[src/rtl/smr_cfg.svh]
// Purpose : Constants of the stop-mode and reset sequencer
// Assumes : sys_clk at 40 MHz
// Notes   : Offsets are byte addresses on the plain register port
//
// How it works
// - Stop entered only from main system clock
// - Pending unmasked interrupt cancels stop into halt
// - Unmasked interrupt releases stop after settling
// - Post-release wait nine or three clocks
// - Fast oscillator accuracy wait after release
// - Mask, priority, enable, in-service pick action
// - Reset releases stop, branches to vector
// - Four reset sources feed internal reset
// - All sources equal; start at vector 0000H
// - Pins float during reset and settling
// - Pin reset held low, resumes on fast oscillator
// - Watchdog reset self-releases, fast oscillator start
// - Detector resets release when supply recovers
// - Reset stops every oscillator, ignores clock input
// - Reset from stop keeps contents while the source stands, floats pins
// - Low-supply reset spares the low-supply logic
// - Watchdog runs in stop unless stoppable
// - Slow oscillator keeps pre-stop state in stop
// - Counter and display run on subclock only
// - Serial runs only on running counter output
`ifndef SMR_CFG_SVH
`define SMR_CFG_SVH

`define SMR_ADDR_CTRL      4'h0
`define SMR_ADDR_STATUS    4'h4
`define SMR_ADDR_CAUSE     4'h8

`define SMR_CTRL_SW_STOP   0
`define SMR_CTRL_SLOW_RUN  1
`define SMR_CTRL_RTC_SUB   2
`define SMR_CTRL_LCD_SUB   3
`define SMR_CTRL_SER_CNT   4
`define SMR_CTRL_CNT_RUN   5
`define SMR_CTRL_SUB_RUN   6
`define SMR_CTRL_LSD_EN    7
`define SMR_CTRL_SEL_LO    8
`define SMR_CTRL_RESET     16'h0042

`define SMR_CAUSE_PIN      0
`define SMR_CAUSE_WDT      1
`define SMR_CAUSE_POC      2
`define SMR_CAUSE_LSD      3

`define SMR_RESET_VECTOR   16'h0000
`define SMR_WAIT_VECTOR    5'h09
`define SMR_WAIT_NEXT      5'h03
`define SMR_CLK_MHZ        40
`define SMR_FAST_SETTLE_NS 361000
`define SMR_FAST_SETTLE_CYC ((`SMR_FAST_SETTLE_NS * `SMR_CLK_MHZ) / 1000)

`endif

[src/rtl/smr_pkg.sv]
// Purpose : Types of the stop-mode and reset sequencer
// Assumes : One-hot state codes
// Notes   : State record is registered as a whole
package smr_pkg;
   typedef enum logic [5:0] {
      SMR_RUN     = 6'h01,
      SMR_STOP    = 6'h02,
      SMR_SETTLE  = 6'h04,
      SMR_WAIT    = 6'h08,
      SMR_RESET   = 6'h10,
      SMR_RSETTLE = 6'h20
   } smr_state_t;

   typedef struct packed {
      smr_state_t  st;
      logic [15:0] cnt;
      logic [4:0]  wcnt;
      logic        vect;
      logic        from_stop;
      logic        lsd_only;
      logic        settled;
      logic [15:0] ctrl;
      logic [3:0]  cause;
      logic [15:0] rdata;
   } smr_regs_t;
endpackage

[src/rtl/smr_ctrl.sv]
// Purpose : Stop-mode entry/release and reset sequencing
// Assumes : All inputs synchronous to sys_clk; one interrupt source presented at a time
// Notes   : Register port answers in the cycle after a read strobe
//
// The plain strobed port and the address map were chosen for this implementation.
`include "smr_cfg.svh"

module smr_ctrl #(
   parameter int FAST_SETTLE_CYC = `SMR_FAST_SETTLE_CYC,
   parameter int XTAL_SETTLE_BASE = 256,
   parameter int RST_SETTLE_CYC  = 64
) (
   // Clock and reset
   input  wire logic               sys_clk,
   input  wire logic               rstn,
   // Register port
   input  wire logic [3:0]         reg_addr,
   input  wire logic [15:0]        reg_wdata,
   input  wire logic               reg_wr,
   input  wire logic               reg_rd,
   output logic      [15:0]        reg_rdata,
   // CPU core
   input  wire logic               stop_exec,
   input  wire logic               cpu_on_main_clk,
   input  wire logic               cpu_on_fast_osc,
   output logic                    cpu_clk_en,
   output logic                    vector_service,
   output logic                    resume_next,
   output logic                    reset_start,
   output logic      [15:0]        start_vector_addr,
   output logic                    core_reset_n,
   output logic                    low_supply_reset_n,
   output logic                    pins_hiz,
   output smr_pkg::smr_state_t     seq_state,
   // Interrupt controller
   input  wire logic               interrupt_request_flag,
   input  wire logic               interrupt_mask_flag,
   input  wire logic               interrupt_priority_flag,
   input  wire logic               global_interrupt_enable_flag,
   input  wire logic               in_service_priority_flag,
   // Reset sources
   input  wire logic               reset_pin_n,
   input  wire logic               wdt_overflow,
   input  wire logic               power_on_clear_detector,
   input  wire logic               low_supply_detector,
   // Oscillator and peripheral clock gates
   output logic                    main_osc_en,
   output logic                    fast_osc_en,
   output logic                    sub_osc_en,
   output logic                    slow_osc_en,
   output logic                    ext_clk_accept,
   output logic                    wdt_clk_en,
   output logic                    rtc_clk_en,
   output logic                    lcd_clk_en,
   output logic                    serial_clk_en
);
   import smr_pkg::*;

   ////////////////////////////////////////////////////////////////////////////////////////////
   smr_regs_t r;
   smr_regs_t next_r;

   logic       unmasked;
   logic       service;
   logic       pin_rst;
   logic       poc_rst;
   logic       lsd_rst;
   logic       any_rst;
   logic [3:0] new_cause;
   logic [15:0] xtal_cnt;
   logic [15:0] settle_cnt;

   // Detector levels: high means supply at or above threshold
   assign pin_rst   = !reset_pin_n;
   assign poc_rst   = !power_on_clear_detector;
   assign lsd_rst   = !low_supply_detector && r.ctrl[`SMR_CTRL_LSD_EN];
   assign any_rst   = pin_rst || wdt_overflow || poc_rst || lsd_rst;
   assign new_cause = {lsd_rst, poc_rst, wdt_overflow, pin_rst};

   assign unmasked = interrupt_request_flag && !interrupt_mask_flag;
   // Priority 1 needs both enable and in-service flags
   assign service  = interrupt_priority_flag ?
                     (global_interrupt_enable_flag && in_service_priority_flag) :
                     global_interrupt_enable_flag;

   // Crystal settle doubles per select step
   assign xtal_cnt   = 16'(XTAL_SETTLE_BASE) << r.ctrl[`SMR_CTRL_SEL_LO +: 3];
   assign settle_cnt = cpu_on_fast_osc ? 16'(FAST_SETTLE_CYC) : xtal_cnt;

   ////////////////////////////////////////////////////////////////////////////////////////////
   always_comb begin
      next_r = r;
      next_r.rdata = 16'h0000;
      // Sticky cause bits: a new reset wins over a software clear
      if (reg_wr && reg_addr == `SMR_ADDR_CAUSE) begin
         next_r.cause = r.cause & ~reg_wdata[3:0];
      end
      next_r.cause = next_r.cause | new_cause;
      if (reg_wr && reg_addr == `SMR_ADDR_CTRL && r.st == SMR_RUN) begin
         next_r.ctrl = reg_wdata;
      end
      if (reg_rd) begin
         case (reg_addr)
            `SMR_ADDR_CTRL:   next_r.rdata = r.ctrl;
            `SMR_ADDR_STATUS: next_r.rdata = {8'h00, 1'b0, r.settled, r.st};
            `SMR_ADDR_CAUSE:  next_r.rdata = {12'h000, r.cause};
            default:          next_r.rdata = 16'h0000;
         endcase
      end

      if (any_rst) begin
         // Reset takes precedence in every state, stop included
         if (r.st != SMR_RESET) begin
            next_r.from_stop = (r.st == SMR_STOP);
            next_r.lsd_only  = 1'b1;
         end
         next_r.lsd_only = next_r.lsd_only && !(pin_rst || wdt_overflow || poc_rst);
         next_r.st       = SMR_RESET;
         next_r.settled  = 1'b0;
      end else begin
         case (r.st)
            SMR_RUN: begin
               if (stop_exec && cpu_on_main_clk) begin
                  next_r.settled = 1'b0;
                  if (unmasked) begin
                     // Falls back to halt: clocks keep running through the settle
                     next_r.st   = SMR_SETTLE;
                     next_r.cnt  = xtal_cnt;
                     next_r.vect = service;
                  end else begin
                     next_r.st = SMR_STOP;
                  end
               end
            end
            SMR_STOP: begin
               if (unmasked) begin
                  next_r.st   = SMR_SETTLE;
                  next_r.cnt  = settle_cnt;
                  next_r.vect = service;
               end
            end
            SMR_SETTLE: begin
               if (r.cnt <= 16'h0001) begin
                  next_r.st      = SMR_WAIT;
                  next_r.settled = 1'b1;
                  next_r.wcnt    = r.vect ? `SMR_WAIT_VECTOR : `SMR_WAIT_NEXT;
               end else begin
                  next_r.cnt = r.cnt - 16'h0001;
               end
            end
            SMR_WAIT: begin
               if (r.wcnt <= 5'h01) begin
                  next_r.st = SMR_RUN;
               end else begin
                  next_r.wcnt = r.wcnt - 5'h01;
               end
            end
            SMR_RESET: begin
               // Sources gone: self-release for watchdog and detectors alike
               next_r.st  = SMR_RSETTLE;
               next_r.cnt = 16'(RST_SETTLE_CYC);
               next_r.from_stop = 1'b0;
               if (!r.lsd_only) begin
                  next_r.ctrl = `SMR_CTRL_RESET;
               end else begin
                  next_r.ctrl = `SMR_CTRL_RESET |
                                (r.ctrl & (16'h0001 << `SMR_CTRL_LSD_EN));
               end
            end
            SMR_RSETTLE: begin
               if (r.cnt <= 16'h0001) begin
                  next_r.st      = SMR_RUN;
                  next_r.settled = 1'b1;
               end else begin
                  next_r.cnt = r.cnt - 16'h0001;
               end
            end
            default: next_r.st = SMR_RESET;
         endcase
      end
   end

   always_ff @(posedge sys_clk or negedge rstn) begin
      if (!rstn) begin
         r <= '{st: SMR_RESET, cnt: 16'h0000, wcnt: 5'h00, vect: 1'b0, from_stop: 1'b0,
                lsd_only: 1'b0, settled: 1'b0, ctrl: `SMR_CTRL_RESET, cause: 4'h0,
                rdata: 16'h0000};
      end else begin
         r <= next_r;
      end
   end

   ////////////////////////////////////////////////////////////////////////////////////////////
   logic in_rst;
   logic stopped;

   assign in_rst  = (r.st == SMR_RESET);
   assign stopped = (r.st == SMR_STOP);

   assign reg_rdata         = r.rdata;
   assign seq_state         = r.st;
   assign cpu_clk_en        = (r.st == SMR_RUN) || (r.st == SMR_WAIT);
   assign vector_service    = (r.st == SMR_WAIT) && r.wcnt <= 5'h01 && r.vect && !any_rst;
   assign resume_next       = (r.st == SMR_WAIT) && r.wcnt <= 5'h01 && !r.vect && !any_rst;
   assign reset_start       = (r.st == SMR_RSETTLE) && r.cnt <= 16'h0001 && !any_rst;
   assign start_vector_addr = `SMR_RESET_VECTOR;
   // Contents of a stopped core survive while the reset input stands
   assign core_reset_n      = !((in_rst && !r.from_stop) || r.st == SMR_RSETTLE);
   assign low_supply_reset_n = !((in_rst && !r.lsd_only) || (r.st == SMR_RSETTLE && r.ctrl ==
                               `SMR_CTRL_RESET && !r.lsd_only));
   assign pins_hiz          = in_rst || (r.st == SMR_RSETTLE);
   assign main_osc_en       = !in_rst && !stopped;
   assign fast_osc_en       = !in_rst && !stopped;
   assign ext_clk_accept    = !in_rst && !stopped;
   assign sub_osc_en        = !in_rst && r.ctrl[`SMR_CTRL_SUB_RUN];
   // Stop leaves the slow oscillator as software last set it
   assign slow_osc_en       = !in_rst &&
                              (!r.ctrl[`SMR_CTRL_SW_STOP] || r.ctrl[`SMR_CTRL_SLOW_RUN]);
   assign wdt_clk_en        = slow_osc_en && !(stopped && r.ctrl[`SMR_CTRL_SW_STOP]);
   assign rtc_clk_en        = !in_rst && (!stopped ||
                              (r.ctrl[`SMR_CTRL_RTC_SUB] && r.ctrl[`SMR_CTRL_SUB_RUN]));
   assign lcd_clk_en        = !in_rst && (!stopped ||
                              (r.ctrl[`SMR_CTRL_LCD_SUB] && r.ctrl[`SMR_CTRL_SUB_RUN]));
   assign serial_clk_en     = !in_rst && (!stopped ||
                              (r.ctrl[`SMR_CTRL_SER_CNT] && r.ctrl[`SMR_CTRL_CNT_RUN]));
endmodule

[config.mk]
export PLATFORM = sky130hd
export DESIGN_NAME = smr_ctrl
export DESIGN_NICKNAME = d
export VERILOG_FILES = /design/src/rtl/smr_pkg.sv /design/src/rtl/smr_ctrl.sv
export VERILOG_INCLUDE_DIRS = /design/src /design/src/rtl
export SDC_FILE = /design/constraint.sdc
export NUM_CORES = 1
export LEC_CHECK = 0
export ABC_AREA = 1
export ABC_CLOCK_PERIOD_IN_PS = 1800
export BUFFER_PORTS_ARGS = -buffer_cell sky130_fd_sc_hd__buf_2
export CAP_MARGIN = 15
export CORE_MARGIN = 5
export CORE_UTILIZATION = 50
export CTS_CLUSTER_DIAMETER = 50
export CTS_CLUSTER_SIZE = 10
export DETAILED_ROUTE_END_ITERATION = 8
export PLACE_DENSITY_LB_ADDON = 0.25
export SLEW_MARGIN = 20
export SYNTH_ARGS = -nofsm -noshare
export SYNTH_HDL_FRONTEND = slang
export SYNTH_SLANG_ARGS = --single-unit
[constraint.sdc]
create_clock -name sys_clk -period 1.8 [get_ports sys_clk]
set_clock_uncertainty 0.2 [all_clocks]
set_input_delay 0.36 -clock sys_clk [delete_from_list [all_inputs] [get_ports sys_clk]]
set_output_delay 0.36 -clock sys_clk [all_outputs]
set_load 0.02 [all_outputs]
# Yosys cells after proc, flatten, opt, wreduce, memory -nomap -nowiden
# Index checks and enable logic that the tools add are counted.
# word_totals
reg_bits,67
latchBits,0
ram_bits,0
rom_bits,0
elab_cells,148
memories,0
# classes
addsub,2
mul,0
n_div,0
order_cmp,2
n_eq_ne,24
n_shift,1
mux,35
bitwise,4
n_reduce_logical,69
# op_table
cell,n
$mux 16,7
$pmux 16 s4,1
$pmux 16 s3,1
$mux 22,2
$pmux 6 s6,1
$logic_and 1x1->1,30
$mux 6,4
$eq 16x7->1 const B,1
$le 16x1->1 const B,1
$shl 9x3->16 const A,1
$sub 16x1->16 const B,1
$logic_not 1->1,15
$ne 3x3->1 const B,5
$logic_or 1x1->1,11
$mux 5,2
$ne 2x2->1 const B,5
$pmux 5 s2,1
$mux 1,8
$mux 4,2
$mux 8,1
$eq 6x1->1 const B,1
$eq 6x2->1 const B,1
$eq 6x3->1 const B,1
$eq 6x4->1 const B,1
27 further kinds,33

# Longest topological paths before layout
# depth
word_depth,6
ltp_mapped,11
mapped_depth_nobuf,11

# Worst setup path before layout
# OpenSTA, ideal clock, no wires.
# synth_path
path_kind,reg-to-output
from,"reg r, in the netlist seq_state[5]"
to,out lcd_clk_en
t_arrival_ns,1.724
path_slack_ns,-0.484
stages_incl_launch_ff,8
path_buffers,0
path_cell_list,dfrtp_1 > inv_1 > nand2_1 > nand3b_1 > inv_2 > nor2_1 > inv_1 > o21ai_0
# synth_between
elab_chain_cells,4
# synth_rtl
element,line_no,text
start: declaration,smr_ctrl.sv:60,smr_regs_t r;
start signal: assignment,smr_ctrl.sv:185,"r <= '{st: SMR_RESET, cnt: 16'h0000, wcnt: 5'h00, vect: 1'b0, from_stop: 1'b0,"
start signal: assignment,smr_ctrl.sv:189,r <= next_r;
$eq 6x2->1,smr_ctrl.sv:198,assign stopped = (r.st == SMR_STOP);
$logic_not 1->1,smr_ctrl.sv:222,assign lcd_clk_en = !in_rst && (!stopped ||
$logic_or 1x1->1,smr_ctrl.sv:222,
$logic_and 1x1->1 (*),smr_ctrl.sv:222,
end: declaration,smr_ctrl.sv:54,"output logic lcd_clk_en,"
# Mark *: on every way between the ends. The rest lies on a longest branch, timed or not.

# Worst setup path after layout
# layout_path
from,reg r[45] (netlist bit)
to,out reset_start
# layout_between
elab_chain_cells,3
# layout_rtl
element,line_no,text
$le 16x1->1,smr_ctrl.sv:205,assign reset_start = (r.st == SMR_RSETTLE) && r.cnt <= 16'h0001 && !any_rst;
$logic_and 1x1->1 (2 in a row),smr_ctrl.sv:205,
end: declaration,smr_ctrl.sv:29,"output logic reset_start,"
# Every way passes these cells.

==> run_results.csv <==
group,metric,value,unit
setup_path,path_max_fanout,3,
sta,finalWorstSetupSlack,-616.3,ps
sta,slew_viol_final,0,
setup_path,cp-start-kind,"flip-flop",
run_status,failed_checks,"setup timing",
floorplan,core-area,8093,µm²
final_layout,final_nets,783,
final_layout,synthToLayoutAreaGrowth,51.59,%
logic_synthesis,yosysSeqAreaShare,41.12,%
floorplan,floorplan.die_area,10080,µm²
setup_path,critPathArrivalTime,1860,ps
logic_synthesis,ys_types,36,
pwr,p_total,3.999,mW
clocking,clkTransAtPathRegs,80,ps
logic_synthesis,synth_top_area_cell,"dfrtp_1",
drt,vias_per_cell,5.440,
logic_synthesis,syn_inst,570,
place,place_congestion,0.9308,
clocking,h-tree-depth,3,
place,dp_hpwl,8619,µm
logic_synthesis,ys_ff_latch,67,
drt,first_pass_iters,7,
logic_synthesis,netlist_area,4086,µm²
logic_synthesis,synth_edf_count,0,
final_layout,multi_input_area,2391,µm²
hold_path,hold_path_class,"in -> reg",
sta,fin_crit_sh,134.2,%
final_layout,drive_gt1_share,42.91,%
clocking,clock_sinks,67,
global_routing,antenna_found_initial,0,
sta,min_period,2416,ps
pwr,power_density,645.6,nW/µm²
sta,hold_viol,0,
logic_synthesis,synth.top_cell.area_share,39.19,%
sta,hold_slack,9.490,ps
sta,rsz0062_at_grt,"true",
global_routing,grt_max_degree,68,
logic_synthesis,synth_flop_cell,"dfrtp_1",
drt,vias,4640,
logic_synthesis,avgSynthCellArea,7.169,µm²
run_status,outcome,"complete, but fails checks",
logic_synthesis,synth_warnings,0,
setup_path,setup.worst_path.class,"reg -> out",
drt,drt_iter0_drc,309,
place,place_ws,-217.5,ps
clocking,cts_made_buffers,9,
final_layout,fillCellCount,543,
clocking,cts_tree,"yes",
clocking,cts_root_buffer,"clkbuf_8",
clocking,clk_path_buf_depth,2,
floorplan,io_pins,90,
global_routing,track_usage,23.55,%
place,numPortBuffers,73,
drt,final_antenna_net_count,0,
setup_path,cp.required,1240,ps
setup_path,end_kind,"output pin",
floorplan,start_util,50.49,%
final_layout,insertedDiodeCount,0,
drt,routedWlPerCell,16.61,µm
place,dpl.cell_count,805,
job,max_cap_viol_count,0,
final_layout,final_cell_count_no_fill,853,
pwr,vdd_drop_max,0.0004451,V
global_routing,first_global_vias,4150,
sta,fmax,0.4139,GHz
drt,totalWireLength,14170,µm
global_routing,grt_overflow,0,
drt,drc_errors,0,
floorplan,chipHeight,100.4,µm
floorplan,dieWidth,100.4,µm
floorplan,rows,33,
sta,setup_violations,63,
logic_synthesis,async_flop_share,100.0,%
global_routing,grt_pass1_wl,19000,µm
logic_synthesis,ys_top_cells_by_area,"dfrtp_1 39%, nand2_1 15%, buf_4 7.5%",
clocking,clock_latency,360,ps
final_layout,seqCellArea,1683,µm²
pwr,leakagePower,3.265,nW
-- placed cells by master (no fill, tap or decap), types with 18 or more instances in the layout --
master / netlist / final
nand2_1: 160 / 128
buf_4: 41 / 86
dfrtp_1: 64 / 62
buf_2: 2 / 59
inv_1: 63 / 55
nor2_1: 71 / 55
buf_6: 1 / 41
nand3_1: 39 / 32
nand2_2: 3 / 30
o21ai_1: 11 / 18
-- metal layers --
layer	global-route usage (%)	up-vias	routed length, µm
met5	0	-	0
met4	8.808	0	689
met3	5.420	70	1159
met2	37.00	265	6848
met1	31.72	2195	5469
li1	-	2110	-
-- flip-flops by register name, summed over array words and instances, names as in the netlist --
signal / flops
r: 45
seq_state: 6
reg_rdata: 16
-- cells in the mapped netlist, types with 3 or more instances --
cell,number
clkbuf_1,3
ha_1,4
nand2_2,3
buf_4,41
nand3_2,3
o211ai_1,3
xor2_1,3
dfstp_2,3
nand2_1,160
nand4_1,9
inv_1,63
o21ai_1,11
inv_2,4
nand3_1,39
nor4_1,3
nor2_4,5
nor3_1,5
nor2_1,71
o21ai_0,30
dfrtp_1,64
a21oi_1,22
-- final timing paths --
path	depth (start not counted)	slack (ps)	startpoint	end
setup / recovery	7	-620	r[45]$_DFFE_PN0P_	reset_start
hold / removal	3	9	reg_wdata[6]	r[26]$_DFF_PN1_
setup reg to reg	13	-340	seq_state[5]$_DFFE_PN0P_	r[59]$_DFFE_PN0P_
hold reg to reg	2	290	r[19]$_DFF_PN0_	r[19]$_DFF_PN0_
max in group asynchronous	3	710	rstn	r[26]$_DFF_PN1_
min in group asynchronous	3	340	rstn	r[55]$_DFFE_PN0P_
-- power by group --
part	internal, mW	switching, mW
clock	0.649	0.665
combinational	0.458	0.632
sequential	1.55	0.0412
total	2.66	1.34
-- cell type report --
class                   count  area share (%)
clock inverters             7           1.232
well taps                 105           2.121
multi-input cells         405           38.60
flip-flops and latches     67           27.17
inverters                  67           4.302
clock buffers               9           2.000
repair buffers            193           24.58
-- kinds of logic after synthesis --
kind of cell	Yosys count	share of synthesized area, %
AND/OR/NAND/NOR	306	32.46
XOR/XNOR	5	1.072
AO/OA/AOI/OAI	73	9.553
flip-flops	67	41.12
adder cells (fa/ha/maj)	4	1.225
buffers and inverters	114	14.48
other	1	0.09177
-- metrics by stage --
stage / TNS, ps / instance area [µm²] / utilization, %
after floorplan: -864.9 / 4252 / -
after global placement: -3434 / 5094 / 62.94
after detailed placement: -5683 / 5094 / 62.94
after CTS: -13390 / 5572 / 68.85
after global routing: -22170 / 6195 / 76.55
final: -18210 / 6195 / 76.55
-- repair_timing --
action / in CTS / in global routing
endpoints found under the setup margin: 61 / 65
gates resized for setup: 48 / 136
hold buffers: 3 / 0
buffers inserted: 11 / 17
cloned: 1 / 4
pin swaps: 6 / 32
hold endpoints to repair: 66 / 0
-- critical path, stage by stage, from the launching register on --
cell	delay, ps
dfrtp_1	440
inv_2	110
ha_4	150
o21ai_2	70
nor2_1	170
nand4_1	210
nor3_4	210
buf_6	150
No activity file was read; power rests on OpenSTA's default activity.
